### src/unbf_defs.svh
`ifndef UNBF_DEFS_SVH
`define UNBF_DEFS_SVH

// register byte offsets, one aligned word each
`define UNBF_ADR_CTRL   8'h00
`define UNBF_ADR_DATA   8'h04
`define UNBF_ADR_ADDR   8'h08
`define UNBF_ADR_BAUD   8'h0C
`define UNBF_ADR_STAT   8'h10
`define UNBF_ADR_MASK   8'h14
`define UNBF_UNMAPPED   32'h0000_0000

// field widths and byte lanes
`define UNBF_CTRL_W     6
`define UNBF_IRQ_W      2
`define UNBF_LANE0      7:0
`define UNBF_LANE1      15:8

// reset values
`define UNBF_CTRL_RST   6'h00
`define UNBF_IRQ_RST    2'h0
`define UNBF_BAUD_RST   16'h00D9
`define UNBF_OWN_RST    8'h00
`define UNBF_BCAST_RST  8'hFF
`define UNBF_BYTE_RST   8'h00
`define UNBF_CNT_RST    3'h0

// timing, in system clocks, and bit counter last index and step
`define UNBF_M0_HALF    16'h0006
`define UNBF_M2_BIT     16'h0020
`define UNBF_LAST_BIT   3'h7
`define UNBF_CNT_STEP   3'h1

`endif

### src/unbf_pkg.sv
package unbf_pkg;

    typedef enum logic [1:0] {
        UNBF_MODE0 = 2'b00,
        UNBF_MODE1 = 2'b01,
        UNBF_MODE2 = 2'b10,
        UNBF_MODE3 = 2'b11
    } unbf_mode_t;

    typedef struct packed {
        logic       rx_ninth_bit;
        logic       tx_ninth_bit;
        logic       rx_enable_bit;
        logic       multiproc_stop_check_bit;
        unbf_mode_t mode;
    } unbf_ctrl_t;

    typedef struct packed {
        logic [7:0] bcast;
        logic [7:0] own;
    } unbf_addr_t;

    typedef struct packed {
        logic rx_done_flag;
        logic tx_done_flag;
    } unbf_irq_t;

    typedef enum logic [2:0] {
        UNBF_TX_IDLE  = 3'b000,
        UNBF_TX_START = 3'b001,
        UNBF_TX_DATA  = 3'b010,
        UNBF_TX_NINTH = 3'b011,
        UNBF_TX_STOP  = 3'b100,
        UNBF_TX_SYNC  = 3'b101
    } unbf_tx_state_t;

    typedef enum logic [2:0] {
        UNBF_RX_IDLE  = 3'b000,
        UNBF_RX_START = 3'b001,
        UNBF_RX_DATA  = 3'b010,
        UNBF_RX_NINTH = 3'b011,
        UNBF_RX_STOP  = 3'b100
    } unbf_rx_state_t;

endpackage

### src/unbf_bit_tick.sv
`timescale 1ns/1ps
module unbf_bit_tick (
    input  wire logic        clk_i,
    input  wire logic        rst_i,
    input  wire logic [15:0] period_i,
    input  wire logic        restart_i,
    input  wire logic        half_i,
    output logic             tick_o
);
    logic [15:0] cnt_reg;

    // half load puts receive sampling at mid-bit
    always_ff @(posedge clk_i) begin
        if (rst_i) begin
            cnt_reg <= 16'h0000;
        end else if (restart_i) begin
            cnt_reg <= half_i ? (period_i >> 1) : (period_i - 16'h0001);
        end else if (cnt_reg == 16'h0000) begin
            cnt_reg <= period_i - 16'h0001;
        end else begin
            cnt_reg <= cnt_reg - 16'h0001;
        end
    end

    assign tick_o = (cnt_reg == 16'h0000) && !restart_i;
endmodule

### src/unbf_uart.sv
`timescale 1ns/1ps
`include "unbf_defs.svh"
// Notes on behaviour
// - frames are taken in only while the receive enable bit is one in modes 1 to 3; mode 0 checks it only when a reception starts.
// - in modes 2 and 3 the ninth transmitted bit carries the live level of the ninth tx bit.
// - the ninth tx bit is unused in modes 0 and 1 and only software writes change it.
// - in modes 2 and 3 an accepted frame loads its ninth bit into the ninth rx bit.
// - in mode 1 with stop check off the received stop bit is loaded into the ninth rx bit.
// - mode 0 reception never touches the ninth rx bit.
// - tx done sets after the eighth bit in mode 0, else at the start of the stop bit.
// - a set tx done flag raises the interrupt when its mask bit enables it.
// - tx done stays set until software clears it; hardware never clears it.
// - in mode 1 with stop check on, rx done sets only if the stop bit is one.
// - in modes 2 and 3 with multiprocessor enable, rx done needs ninth bit one and an address hit.
module unbf_uart (
    input  wire logic        clk_i,
    input  wire logic        rst_i,
    input  wire logic        wb_cyc_i,
    input  wire logic        wb_stb_i,
    input  wire logic        wb_we_i,
    input  wire logic [7:0]  wb_adr_i,
    input  wire logic [3:0]  wb_sel_i,
    input  wire logic [31:0] wb_dat_i,
    output logic [31:0]      wb_dat_o,
    output logic             wb_ack_o,
    input  wire logic        rx_pin_i,
    output logic             rx_pin_o,
    output logic             rx_pin_oe_o,
    output logic             tx_pin_o,
    output logic             irq_o
);
    unbf_pkg::unbf_ctrl_t     ctrl_reg;
    unbf_pkg::unbf_addr_t     addr_reg;
    unbf_pkg::unbf_irq_t      stat_reg;
    unbf_pkg::unbf_irq_t      mask_reg;
    unbf_pkg::unbf_irq_t      wr_irq;
    unbf_pkg::unbf_ctrl_t     wr_ctrl_val;
    unbf_pkg::unbf_tx_state_t tx_state_reg;
    unbf_pkg::unbf_rx_state_t rx_state_reg;
    logic [15:0]              baud_reg;
    logic [7:0]               rx_data_reg;
    logic [7:0]               tx_shift_reg;
    logic [7:0]               rx_shift_reg;
    logic [2:0]               tx_cnt_reg;
    logic [2:0]               rx_cnt_reg;
    logic                     tx_phase_reg;
    logic                     m0_rx_reg;
    logic                     rx_bit9_reg;
    logic                     rx_prev_reg;
    logic                     ack_reg;
    logic [31:0]              dat_reg;
    logic                     irq_reg;
    logic                     tx_pin_reg;
    logic                     od_oe_reg;
    logic                     tx_tick;
    logic                     rx_tick;
    logic                     wb_req;
    logic                     wr_fire;
    logic                     wr_ctrl;
    logic                     wr_data;
    logic                     wr_addr;
    logic                     wr_baud;
    logic                     wr_stat;
    logic                     wr_mask;
    logic                     tx_go;
    logic                     m0_rx_go;
    logic                     rx_go;
    logic                     m0_last;
    logic                     tx_set;
    logic                     m0_rx_set;
    logic                     rx_stop_tick;
    logic                     addr_hit;
    logic                     frame_ok;
    logic                     accept;
    logic                     rx_set;

    function automatic logic [15:0] bit_period(input unbf_pkg::unbf_mode_t m,
                                               input logic [15:0] b);
        case (m)
            unbf_pkg::UNBF_MODE0: bit_period = `UNBF_M0_HALF;
            unbf_pkg::UNBF_MODE2: bit_period = `UNBF_M2_BIT;
            default:              bit_period = b;
        endcase
    endfunction

    function automatic logic nine_bit(input unbf_pkg::unbf_mode_t m);
        nine_bit = (m == unbf_pkg::UNBF_MODE2) || (m == unbf_pkg::UNBF_MODE3);
    endfunction

    unbf_bit_tick u_tx_tick (
        .clk_i     (clk_i),
        .rst_i     (rst_i),
        .period_i  (bit_period(ctrl_reg.mode, baud_reg)),
        .restart_i (tx_go || m0_rx_go),
        .half_i    (1'b0),
        .tick_o    (tx_tick)
    );

    unbf_bit_tick u_rx_tick (
        .clk_i     (clk_i),
        .rst_i     (rst_i),
        .period_i  (bit_period(ctrl_reg.mode, baud_reg)),
        .restart_i (rx_go),
        .half_i    (1'b1),
        .tick_o    (rx_tick)
    );

    // wishbone: ack one cycle after the strobe, writes land at the ack edge
    assign wb_req  = wb_cyc_i && wb_stb_i && !ack_reg;
    assign wr_fire = wb_cyc_i && wb_stb_i && wb_we_i && ack_reg;
    assign wr_ctrl = wr_fire && (wb_adr_i == `UNBF_ADR_CTRL) && wb_sel_i[0];
    assign wr_data = wr_fire && (wb_adr_i == `UNBF_ADR_DATA) && wb_sel_i[0];
    assign wr_addr = wr_fire && (wb_adr_i == `UNBF_ADR_ADDR);
    assign wr_baud = wr_fire && (wb_adr_i == `UNBF_ADR_BAUD);
    assign wr_stat = wr_fire && (wb_adr_i == `UNBF_ADR_STAT) && wb_sel_i[0];
    assign wr_mask = wr_fire && (wb_adr_i == `UNBF_ADR_MASK) && wb_sel_i[0];
    assign wr_irq  = unbf_pkg::unbf_irq_t'(wb_dat_i[`UNBF_IRQ_W-1:0]);
    // named so fields are picked from a plain variable, not from a cast
    assign wr_ctrl_val = unbf_pkg::unbf_ctrl_t'(wb_dat_i[`UNBF_CTRL_W-1:0]);

    always_ff @(posedge clk_i) begin
        if (rst_i) begin
            ack_reg <= 1'b0;
            dat_reg <= `UNBF_UNMAPPED;
        end else begin
            ack_reg <= wb_req;
            if (wb_req) begin
                case (wb_adr_i)
                    `UNBF_ADR_CTRL: dat_reg <= 32'(ctrl_reg);
                    `UNBF_ADR_DATA: dat_reg <= 32'(rx_data_reg);
                    `UNBF_ADR_ADDR: dat_reg <= 32'(addr_reg);
                    `UNBF_ADR_BAUD: dat_reg <= 32'(baud_reg);
                    `UNBF_ADR_STAT: dat_reg <= 32'(stat_reg);
                    `UNBF_ADR_MASK: dat_reg <= 32'(mask_reg);
                    default:        dat_reg <= `UNBF_UNMAPPED;
                endcase
            end
        end
    end

    // software-owned configuration; rx ninth bit is hardware-owned
    always_ff @(posedge clk_i) begin
        if (rst_i) begin
            ctrl_reg <= unbf_pkg::unbf_ctrl_t'(`UNBF_CTRL_RST);
        end else begin
            if (wr_ctrl) begin
                // rx ninth bit is left out: software cannot write it
                ctrl_reg.mode                     <= wr_ctrl_val.mode;
                ctrl_reg.multiproc_stop_check_bit <= wr_ctrl_val.multiproc_stop_check_bit;
                ctrl_reg.rx_enable_bit            <= wr_ctrl_val.rx_enable_bit;
                ctrl_reg.tx_ninth_bit             <= wr_ctrl_val.tx_ninth_bit;
            end
            if (accept && (ctrl_reg.mode == unbf_pkg::UNBF_MODE1)) begin
                ctrl_reg.rx_ninth_bit <= rx_pin_i;
            end else if (accept) begin
                ctrl_reg.rx_ninth_bit <= rx_bit9_reg;
            end
        end
    end

    always_ff @(posedge clk_i) begin
        if (rst_i) begin
            addr_reg <= {`UNBF_BCAST_RST, `UNBF_OWN_RST};
            baud_reg <= `UNBF_BAUD_RST;
        end else begin
            if (wr_addr && wb_sel_i[0]) addr_reg[`UNBF_LANE0] <= wb_dat_i[`UNBF_LANE0];
            if (wr_addr && wb_sel_i[1]) addr_reg[`UNBF_LANE1] <= wb_dat_i[`UNBF_LANE1];
            if (wr_baud && wb_sel_i[0]) baud_reg[`UNBF_LANE0] <= wb_dat_i[`UNBF_LANE0];
            if (wr_baud && wb_sel_i[1]) baud_reg[`UNBF_LANE1] <= wb_dat_i[`UNBF_LANE1];
        end
    end

    // sticky flags: a set in the clearing cycle wins
    always_ff @(posedge clk_i) begin
        if (rst_i) begin
            stat_reg <= `UNBF_IRQ_RST;
            mask_reg <= `UNBF_IRQ_RST;
            irq_reg  <= 1'b0;
        end else begin
            stat_reg.tx_done_flag <= tx_set ||
                (stat_reg.tx_done_flag && !(wr_stat && wr_irq.tx_done_flag));
            stat_reg.rx_done_flag <= rx_set ||
                (stat_reg.rx_done_flag && !(wr_stat && wr_irq.rx_done_flag));
            if (wr_mask) mask_reg <= wr_irq;
            irq_reg <= |(stat_reg & mask_reg);
        end
    end

    // transmit engine; in mode 0 it also clocks half-duplex reception
    assign tx_go    = wr_data && (tx_state_reg == unbf_pkg::UNBF_TX_IDLE);
    assign m0_rx_go = (tx_state_reg == unbf_pkg::UNBF_TX_IDLE) && !wr_data &&
                      (ctrl_reg.mode == unbf_pkg::UNBF_MODE0) &&
                      ctrl_reg.rx_enable_bit && !stat_reg.rx_done_flag;
    assign m0_last  = (tx_state_reg == unbf_pkg::UNBF_TX_SYNC) && tx_tick &&
                      tx_phase_reg && (tx_cnt_reg == `UNBF_LAST_BIT);
    assign tx_set   = (m0_last && !m0_rx_reg) || (tx_tick && (
                      (tx_state_reg == unbf_pkg::UNBF_TX_NINTH) ||
                      ((tx_state_reg == unbf_pkg::UNBF_TX_DATA) &&
                       (tx_cnt_reg == `UNBF_LAST_BIT) && !nine_bit(ctrl_reg.mode))));
    assign m0_rx_set = m0_last && m0_rx_reg;

    always_ff @(posedge clk_i) begin
        if (rst_i) begin
            tx_state_reg <= unbf_pkg::UNBF_TX_IDLE;
            tx_shift_reg <= `UNBF_BYTE_RST;
            tx_cnt_reg   <= `UNBF_CNT_RST;
            tx_phase_reg <= 1'b0;
            m0_rx_reg    <= 1'b0;
            tx_pin_reg   <= 1'b1;
            od_oe_reg    <= 1'b0;
        end else begin
            case (tx_state_reg)
                unbf_pkg::UNBF_TX_IDLE: begin
                    tx_pin_reg <= 1'b1;
                    od_oe_reg  <= 1'b0;
                    tx_cnt_reg <= `UNBF_CNT_RST;
                    if (tx_go && (ctrl_reg.mode == unbf_pkg::UNBF_MODE0)) begin
                        tx_state_reg <= unbf_pkg::UNBF_TX_SYNC;
                        tx_shift_reg <= wb_dat_i[`UNBF_LANE0];
                        tx_phase_reg <= 1'b0;
                        m0_rx_reg    <= 1'b0;
                        tx_pin_reg   <= 1'b0;
                        od_oe_reg    <= !wb_dat_i[0];
                    end else if (tx_go) begin
                        tx_state_reg <= unbf_pkg::UNBF_TX_START;
                        tx_shift_reg <= wb_dat_i[`UNBF_LANE0];
                        tx_pin_reg   <= 1'b0;
                    end else if (m0_rx_go) begin
                        tx_state_reg <= unbf_pkg::UNBF_TX_SYNC;
                        tx_phase_reg <= 1'b0;
                        m0_rx_reg    <= 1'b1;
                        tx_pin_reg   <= 1'b0;
                    end
                end
                unbf_pkg::UNBF_TX_START: begin
                    if (tx_tick) begin
                        tx_state_reg <= unbf_pkg::UNBF_TX_DATA;
                        tx_pin_reg   <= tx_shift_reg[0];
                        tx_shift_reg <= tx_shift_reg >> 1;
                    end
                end
                unbf_pkg::UNBF_TX_DATA: begin
                    if (tx_tick && (tx_cnt_reg == `UNBF_LAST_BIT)) begin
                        if (nine_bit(ctrl_reg.mode)) begin
                            tx_state_reg <= unbf_pkg::UNBF_TX_NINTH;
                            tx_pin_reg   <= ctrl_reg.tx_ninth_bit;
                        end else begin
                            tx_state_reg <= unbf_pkg::UNBF_TX_STOP;
                            tx_pin_reg   <= 1'b1;
                        end
                    end else if (tx_tick) begin
                        tx_cnt_reg   <= tx_cnt_reg + `UNBF_CNT_STEP;
                        tx_pin_reg   <= tx_shift_reg[0];
                        tx_shift_reg <= tx_shift_reg >> 1;
                    end
                end
                unbf_pkg::UNBF_TX_NINTH: begin
                    // follows the live bit so a late software change still goes out
                    tx_pin_reg <= tx_tick ? 1'b1 : ctrl_reg.tx_ninth_bit;
                    if (tx_tick) tx_state_reg <= unbf_pkg::UNBF_TX_STOP;
                end
                unbf_pkg::UNBF_TX_STOP: begin
                    if (tx_tick) tx_state_reg <= unbf_pkg::UNBF_TX_IDLE;
                end
                unbf_pkg::UNBF_TX_SYNC: begin
                    if (tx_tick && !tx_phase_reg) begin
                        tx_pin_reg   <= 1'b1;
                        tx_phase_reg <= 1'b1;
                        if (m0_rx_reg) tx_shift_reg <= {rx_pin_i, tx_shift_reg[7:1]};
                    end else if (tx_tick && (tx_cnt_reg == `UNBF_LAST_BIT)) begin
                        tx_state_reg <= unbf_pkg::UNBF_TX_IDLE;
                        od_oe_reg    <= 1'b0;
                    end else if (tx_tick) begin
                        tx_cnt_reg   <= tx_cnt_reg + `UNBF_CNT_STEP;
                        tx_pin_reg   <= 1'b0;
                        tx_phase_reg <= 1'b0;
                        if (!m0_rx_reg) begin
                            tx_shift_reg <= tx_shift_reg >> 1;
                            od_oe_reg    <= !tx_shift_reg[1];
                        end
                    end
                end
                default: tx_state_reg <= unbf_pkg::UNBF_TX_IDLE;
            endcase
        end
    end

    // asynchronous receiver
    assign rx_go        = (rx_state_reg == unbf_pkg::UNBF_RX_IDLE) &&
                          (ctrl_reg.mode != unbf_pkg::UNBF_MODE0) &&
                          ctrl_reg.rx_enable_bit && rx_prev_reg && !rx_pin_i;
    assign rx_stop_tick = (rx_state_reg == unbf_pkg::UNBF_RX_STOP) && rx_tick;
    assign addr_hit     = (rx_shift_reg == addr_reg.own) || (rx_shift_reg == addr_reg.bcast);
    assign frame_ok     = (ctrl_reg.mode == unbf_pkg::UNBF_MODE1) ?
                          (!ctrl_reg.multiproc_stop_check_bit || rx_pin_i) :
                          (!ctrl_reg.multiproc_stop_check_bit ||
                           (rx_bit9_reg && addr_hit));
    assign accept       = rx_stop_tick && ctrl_reg.rx_enable_bit &&
                          !stat_reg.rx_done_flag && frame_ok;
    assign rx_set       = accept || m0_rx_set;

    always_ff @(posedge clk_i) begin
        if (rst_i) begin
            rx_data_reg <= `UNBF_BYTE_RST;
        end else if (accept) begin
            rx_data_reg <= rx_shift_reg;
        end else if (m0_rx_set) begin
            rx_data_reg <= tx_shift_reg;
        end
    end

    always_ff @(posedge clk_i) begin
        if (rst_i) begin
            rx_state_reg <= unbf_pkg::UNBF_RX_IDLE;
            rx_shift_reg <= `UNBF_BYTE_RST;
            rx_cnt_reg   <= `UNBF_CNT_RST;
            rx_bit9_reg  <= 1'b0;
            rx_prev_reg  <= 1'b1;
        end else begin
            rx_prev_reg <= rx_pin_i;
            if (!ctrl_reg.rx_enable_bit) begin
                rx_state_reg <= unbf_pkg::UNBF_RX_IDLE;
            end else begin
                case (rx_state_reg)
                    unbf_pkg::UNBF_RX_IDLE: begin
                        rx_cnt_reg <= `UNBF_CNT_RST;
                        if (rx_go) rx_state_reg <= unbf_pkg::UNBF_RX_START;
                    end
                    unbf_pkg::UNBF_RX_START: begin
                        // a glitch shorter than half a bit is dropped here
                        if (rx_tick) rx_state_reg <= rx_pin_i ? unbf_pkg::UNBF_RX_IDLE
                                                              : unbf_pkg::UNBF_RX_DATA;
                    end
                    unbf_pkg::UNBF_RX_DATA: begin
                        if (rx_tick) begin
                            rx_shift_reg <= {rx_pin_i, rx_shift_reg[7:1]};
                            rx_cnt_reg   <= rx_cnt_reg + `UNBF_CNT_STEP;
                            if (rx_cnt_reg == `UNBF_LAST_BIT) begin
                                rx_state_reg <= nine_bit(ctrl_reg.mode) ?
                                    unbf_pkg::UNBF_RX_NINTH : unbf_pkg::UNBF_RX_STOP;
                            end
                        end
                    end
                    unbf_pkg::UNBF_RX_NINTH: begin
                        if (rx_tick) begin
                            rx_bit9_reg  <= rx_pin_i;
                            rx_state_reg <= unbf_pkg::UNBF_RX_STOP;
                        end
                    end
                    unbf_pkg::UNBF_RX_STOP: begin
                        if (rx_tick) rx_state_reg <= unbf_pkg::UNBF_RX_IDLE;
                    end
                    default: rx_state_reg <= unbf_pkg::UNBF_RX_IDLE;
                endcase
            end
        end
    end

    assign wb_ack_o    = ack_reg;
    assign wb_dat_o    = dat_reg;
    assign irq_o       = irq_reg;
    assign tx_pin_o    = tx_pin_reg;
    assign rx_pin_o    = 1'b0;
    assign rx_pin_oe_o = od_oe_reg;
endmodule
### config.mk
export PLATFORM = sky130hd
export DESIGN_NAME = unbf_uart
export DESIGN_NICKNAME = d
export VERILOG_FILES = /design/src/unbf_pkg.sv /design/src/unbf_bit_tick.sv /design/src/unbf_uart.sv
export VERILOG_INCLUDE_DIRS = /design/src
export SDC_FILE = /design/constraint.sdc
export NUM_CORES = 1
export LEC_CHECK = 0
export BUFFER_PORTS_ARGS = -buffer_cell sky130_fd_sc_hd__clkbuf_2
export CELL_PAD_IN_SITES_DETAIL_PLACEMENT = 0
export CELL_PAD_IN_SITES_GLOBAL_PLACEMENT = 1
export CORE_UTILIZATION = 46
export CTS_BUF_LIST = sky130_fd_sc_hd__clkbuf_4 sky130_fd_sc_hd__clkbuf_8
export DETAILED_ROUTE_END_ITERATION = 10
export HOLD_SLACK_MARGIN = 0.05
export PLACE_DENSITY_LB_ADDON = 0.1
export SLEW_MARGIN = 20
export SYNTH_ARGS = -nofsm -noshare
export SYNTH_HDL_FRONTEND = slang
export SYNTH_SLANG_ARGS = --single-unit
### constraint.sdc
create_clock -name clk_i -period 3.4 [get_ports clk_i]
set_clock_uncertainty 0.2 [all_clocks]
set_input_delay 0 -clock clk_i [delete_from_list [all_inputs] [get_ports clk_i]]
set_output_delay 0 -clock clk_i [all_outputs]
set_load 0.05 [all_outputs]
# ---- After elaboration in Yosys (flattened, before gate mapping)
# Index checks and enable logic that the tools add are counted.
dict set report word_totals {
  ff_bits 150
  elab_cells 257
  output_inout_bits 37
}
dict set report op_classes {
  n_eq_ne 45
  bitwise_logic 2
  n_reduce_logical 103
  muxes 70
  addsub 5
}
# cell n
set op_table {}
lappend op_table {{case mux 16 bit (6 select lines)} 1}
lappend op_table {{2-to-1 mux 8 bit} 11}
lappend op_table {{2-to-1 mux 3 bit} 20}
lappend op_table {{logical AND 1 bit} 50}
lappend op_table {{2-to-1 mux 16 bit} 3}
lappend op_table {{subtractor 16 x 1 -> 16 bit, second input constant} 3}
lappend op_table {{zero test 16 bit} 2}
lappend op_table {{case mux 16 bit (2 select lines)} 1}
lappend op_table {{case mux 8 bit (4 select lines)} 1}
lappend op_table {{2-to-1 mux 1 bit} 24}
lappend op_table {{!= test 3 x 2 -> 1 bit, second input constant} 8}
lappend op_table {{!= test 2 bit, second input constant} 10}
lappend op_table {{case mux 3 bit (6 select lines)} 1}
lappend op_table {{== test 8 x 4 -> 1 bit, second input constant} 2}
lappend op_table {{== test 8 x 5 -> 1 bit, second input constant} 2}
lappend op_table {{== test 8 bit} 2}
lappend op_table {{== test 3 bit, second input constant} 5}
lappend op_table {{2-to-1 mux 15 bit} 1}
lappend op_table {{case mux 3 bit (5 select lines)} 1}
lappend op_table {{AND reduction 3 bit} 5}
lappend op_table {{zero test 1 bit} 14}
lappend op_table {{AND reduction 7 bit} 2}
lappend op_table {{== test 3 x 2 -> 1 bit, second input constant} 4}
lappend op_table {{nonzero test 2 bit} 6}
lappend op_table {{other kinds (27)} 46}

# ---- Logic depth before layout (Yosys ltp)
dict set report logic_depth {
  depth_word 19
  mapped_depth 12
  depth_no_buf 9
}

# ---- Cells and area by module
# Synthesis repeated with hierarchy kept, for this count alone.
dict set report hier_totals {
  hier_cells 961
  hier_area_um2 7950.1
}
# mod area_each_um2 seq_area_each_um2 cells_each instances
set modules_own_cells {}
lappend modules_own_cells {unbf_uart 5335.1 2042.0 627 1}
lappend modules_own_cells {unbf_bit_tick 1307.5 320.3 167 2}

# ---- Worst setup path after synthesis
# No wires, ideal clock.
dict set report synth_path {
  path_type {register to register}
  start {reg ctrl_reg[0] (netlist bit)}
  end {reg u_rx_tick.cnt_reg[12]}
  arrival_time_ps 2292
  path_stages_with_launch 13
  setup_time_ps 137
  setup_slack_ps 771
  synth_period_minus_slack_ps 2629
  path_buffers 4
  cell_sequence {dfxtp_1 buf_2 clkbuf_1 clkbuf_1 nand2_1 ha_1 nor4b_1 and4b_1 clkbuf_1 nand2_1 a32o_1 o21ai_0 a211oi_1}
}
dict set report synth_between {
  elab_chain_cells 6
  elab_cells_between_ends 11
  classes_between {add/sub: 1; eq/ne: 1; mux: 3; reduce/logical: 6}
}
# item line_no
set synth_rtl {}
lappend synth_rtl {{start, declared} unbf_uart.sv:32} ;# unbf_pkg::unbf_ctrl_t ctrl_reg;
lappend synth_rtl {{start signal, assigned} unbf_uart.sv:144} ;# ctrl_reg <= unbf_pkg::unbf_ctrl_t'(`UNBF_CTRL_RST);
lappend synth_rtl {{parallel branches: the longest is 5 deep, another holds subtractor 16 x 1 -> 16 bit} --}
lappend synth_rtl {{2-to-1 mux 15 bit *} unbf_bit_tick.sv:16} ;# end else if (restart_i) begin
lappend synth_rtl {{end signal, assigned} unbf_bit_tick.sv:17} ;# cnt_reg <= half_i ? (period_i >> 1) : (period_i - 16'h0001);
lappend synth_rtl {{end signal, assigned} unbf_bit_tick.sv:19} ;# cnt_reg <= period_i - 16'h0001;
lappend synth_rtl {{end signal, assigned} unbf_bit_tick.sv:21} ;# cnt_reg <= cnt_reg - 16'h0001;
lappend synth_rtl {{end, declared} unbf_bit_tick.sv:10} ;# logic [15:0] cnt_reg;
# Every way passes the cells marked *.
# A chain may end at the register's enable or synchronous reset.

# ---- Worst setup path after layout
dict set report layout_path {
  start {in wb_adr_i[4]}
  end {reg tx_shift_reg[7]}
}
dict set report layout_between {
  elab_chain_cells 14
  elab_cells_between_ends 27
  classes_between {eq/ne: 7; mux: 5; reduce/logical: 15}
}
# item line_no
set layout_rtl {}
lappend layout_rtl {{start, declared} unbf_uart.sv:21} ;# input wire logic [7:0] wb_adr_i,
lappend layout_rtl {{== test 8 x 3 -> 1 bit *} --}
lappend layout_rtl {{logical AND 1 bit * (2 in series)} unbf_uart.sv:112} ;# assign wr_data = wr_fire && (wb_adr_i == `UNBF_ADR_DATA) && wb_sel_i[0];
lappend layout_rtl {{zero test 1 bit} unbf_uart.sv:191} ;# assign m0_rx_go = (tx_state_reg == unbf_pkg::UNBF_TX_IDLE) && !wr_data &&
lappend layout_rtl {{logical AND 1 bit (2 in series)} unbf_uart.sv:191}
lappend layout_rtl {{logical AND 1 bit} unbf_uart.sv:192} ;# (ctrl_reg.mode == unbf_pkg::UNBF_MODE0) &&
lappend layout_rtl {{logical AND 1 bit} unbf_uart.sv:193} ;# ctrl_reg.rx_enable_bit && !stat_reg.rx_done_flag;
lappend layout_rtl {{logical OR 1 bit} unbf_uart.sv:94} ;# .restart_i (tx_go || m0_rx_go),
lappend layout_rtl {{zero test 1 bit} unbf_bit_tick.sv:25} ;# assign tick_o = (cnt_reg == 16'h0000) && !restart_i;
lappend layout_rtl {{logical AND 1 bit} unbf_bit_tick.sv:25}
lappend layout_rtl {{logical AND 1 bit, or another cell as far along} {unbf_uart.sv:243, unbf_uart.sv:270}}
lappend layout_rtl {{!= test 3 x 2 -> 1 bit (no source line), or another cell as far along} --}
lappend layout_rtl {{AND reduction 7 bit (no source line) / case mux 8 bit (4 select lines) (equally long branches)} --}
lappend layout_rtl {{end signal, assigned} unbf_uart.sv:254} ;# tx_shift_reg <= tx_shift_reg >> 1;
lappend layout_rtl {{end signal, assigned} unbf_uart.sv:269} ;# if (m0_rx_reg) tx_shift_reg <= {rx_pin_i, tx_shift_reg[7:1]};
lappend layout_rtl {{end signal, assigned} unbf_uart.sv:278} ;# tx_shift_reg <= tx_shift_reg >> 1;
lappend layout_rtl {{end, declared} unbf_uart.sv:42} ;# logic [7:0] tx_shift_reg;
# Mark *: on every way between the ends. The rest lies on a longest branch, timed or not. The select of a mux whose other input is x is not followed.

==> results.cfg <==
[outcome]
outcome = completed

[yosys]
syn_inst = 874
synth_edf_count = 0
ys.flop_type = dfxtp_1
synth_fa_ha_area_share_pct = 1.18
netlist_area_um2 = 7440
synth_compound_gate_area_share_pct = 20.0
ys_types = 76
ys_warn_count = 0
synth_top_area_share_pct = 36.1
async_flop_share_pct = 0
netlist_top_cells_area = dfxtp_1, mux2i_1, nor2_1
synthXorXnorAreaFrac_pct = 5.18
synth_top_family_by_area = simple AND/OR/NAND/NOR gates
ys_ff_latch = 134
yosysSeqAreaShare_pct = 36.1
syn_area_per_cell_um2 = 8.51
synth_top_area_cell = dfxtp_1
synth_mux_area_share_pct = 7.72
synthSimpleGateAreaFrac_pct = 23.8

[power]
p_per_area_nw_per_um2 = 557
netSwitchingFraction_pct = 36.7
p_leak_uw = 0.00328
vdd_drop_max_uv = 229
combPwrFrac_pct = 33.2
p_int_uw = 3040
seqPwrFrac_pct = 39.6
power_frac_clock_pct = 27.1
p_switching_uw = 1760

[global_route]
antenna_found_initial = 0
grt_usage_pct = 27.0
first_global_vias = 6558
grt_pass1_wl_um = 34600
grt_max_degree = 54
grt_overflow_total = 0

[clock_tree]
htree_num_levels = 4
cts_sinks = 134
clock_latency_ns = 0.44
cts_root_buf = clkbuf_8
path_clk_slew_ns = 0.08
cts_setup_buffers = 0
cts_buffer_depth = 2
numCtsBuffers = 17
cts-resized-gates = 0
cts_tree = yes

[worst_setup_path]
critical-path-slowest-cell = dlygate4sd3_1
worst-r2r-cell-count = 9
crit_arrival_ns = 3.33
path_cells = dlygate4sd3_1, clkbuf_2, nor4_1, dlygate4sd3_1, nand4_1, buf_4, a21oi_1, o311ai_2, buf_4, nand2_1, mux2_2
cp_slowest_stage_delay_ns = 0.65
cp_max_fo = 15
cp.required_ns = 3.53
cp-end-kind = flop
criticalPathCategory = primary input to flop
startpoint_type = primary input

[timing]
rsz0062_at_grt = no
period_needed_ns = 3.20
fin_ws_ns = 0.202
max_freq_mhz = 313
worst_pin_slew_ns = 0.737
period_share_pct = 94.1
setup_viol = 0
finalHoldViolCount = 0
fin_tns_setup_ns = 0
slew_headroom_pct = 50.5
finalMaxSlewViolations = 0

[final_layout]
drive_gt1_share_pct = 14.0
antennaDiodeCount = 0
layout.nets = 1008
areaGrowthSynthToFinish_pct = 15.8

[die]
rows = 46
fp.dieW_um = 129
dieArea_um2 = 16700
start_util_pct = 47.0
io_pins = 87
die_height_um = 129
core_um2 = 15800

[routing]
vias_per_cell = 5.72
drt-initial-drc-count = 441
num_vias = 6750
ant_nets = 0
wirelength_um = 21700
dr.pass1.iters = 6
drc = 0
wl_per_cell_um = 18.4

[placement]
port_buffers = 51
hpwl_um = 15900
gp_routability_congestion = 0.854
post-place-ws_ns = 0.509

[run]
maxCapViolCount = 0

[hold_path]
hold_path_depth = 5
holdCritPathClass = primary input to flop
## layout make-up
type                            count  area, um^2
Sequential cell                   134        2680
Tap cell                          216         270
Clock buffer                       19         262
Inverter                           17        63.8
Clock inverter                     13         124
Fill cell                        1525        7210
Timing Repair Buffer              115         831
Multi-Input combinational cell    666        4380
## worst max-delay path: cells and delay by family
kind                   cells  cell delay [ns]
AND/OR/NAND/NOR            3             0.76
multiplexers               1             0.34
AO/OA/AOI/OAI              2             0.40
buffers and inverters      5             1.82
## layout by cell type (no fill, tap or decap), types with 15 or more instances in the layout
master	instances
dfxtp_1	134
nor2_1	104
nand2_1	67
mux2i_1	54
a21oi_1	54
clkbuf_2	50
dlygate4sd3_1	37
buf_4	28
o21ai_0	26
xor2_1	26
a211o_1	23
nor2b_1	22
nand2b_1	19
clkbuf_8	19
xnor2_1	18
inv_1	17
nand3_1	17
a211oi_1	17
conb_1	17
a22oi_1	15
## repair_timing
action / 4_1_cts / 5_1_grt
setup endpoints to repair: 0 / 0
hold buffers: 37 / 0
endpoints found under the hold margin: 85 / 0
## power by group through the flow
stage / Clock [uW] / Combinational (uW) / Sequential, uW
floorplan: 0 / 1200 / 1930
global placement: 0 / 1530 / 1920
detailed placement: 0 / 1550 / 1930
CTS: 1340 / 1590 / 1900
global route: 1400 / 1760 / 1920
finish: 1300 / 1590 / 1900
## through the flow
| stage | instance area, um^2 | instances | hold WS, ns | utilization, % | total power, uW |
|---|---|---|---|---|---|
| finish | 8620 | 1180 | 0.0932 | 54.4 | 4800 |
| global route | 8620 | 1180 | 0.0981 | 54.4 | 5090 |
| CTS | 8620 | 1180 | 0.0616 | 54.4 | 4820 |
| detailed placement | 7860 | 1111 | 0.0319 | 49.7 | 3480 |
| global placement | 7860 | 1111 | 0.0211 | 49.7 | 3450 |
| floorplan | 7500 | 890 | -0.0934 | - | 3130 |
## cells by family after synthesis
| kind of cell | count (synthesis) |
|---|---|
| and+or+nand+nor | 330 |
| adders and majority gates | 7 |
| DFF | 134 |
| muxes | 57 |
| other | 1 |
| buffers and inverters | 90 |
| AOI/OAI and AO/OA | 211 |
| xor gates and xnor gates | 44 |
## per-layer routing
layer,global-route usage (%),routed length [um],up-vias
li1,-,-,3300
met1,35.0,10200,3285
met2,45.3,10300,138
met3,4.91,723,27
met4,8.79,435,0
met5,0,0,-
## cells in the mapped netlist, drive strengths merged (14+ instances only)
master	count
nor4	17
buf	39
nand2b	20
xor2	26
a22oi	15
o21ai	29
clkbuf	34
mux2i	54
nand3	18
a211o	23
inv	17
a21oi	54
nand2	68
dfxtp	134
nor3	14
nor2b	22
xnor2	18
a211oi	17
nor2	104
## path summary, 6_finish.rpt
| path | from | endpoint | slack [ns] |
|---|---|---|---|
| hold reg to reg | rx_cnt_reg[2] | rx_cnt_reg[2] | 0.27 |
| hold / removal | wb_adr_i[2] | wb_dat_o[0] | 0.09 |
| setup reg to reg | u_tx_tick.cnt_reg[0] | tx_shift_reg[7] | 0.48 |
| setup / recovery | wb_adr_i[4] | tx_shift_reg[7] | 0.20 |
Power figures use the tool's default switching activity.
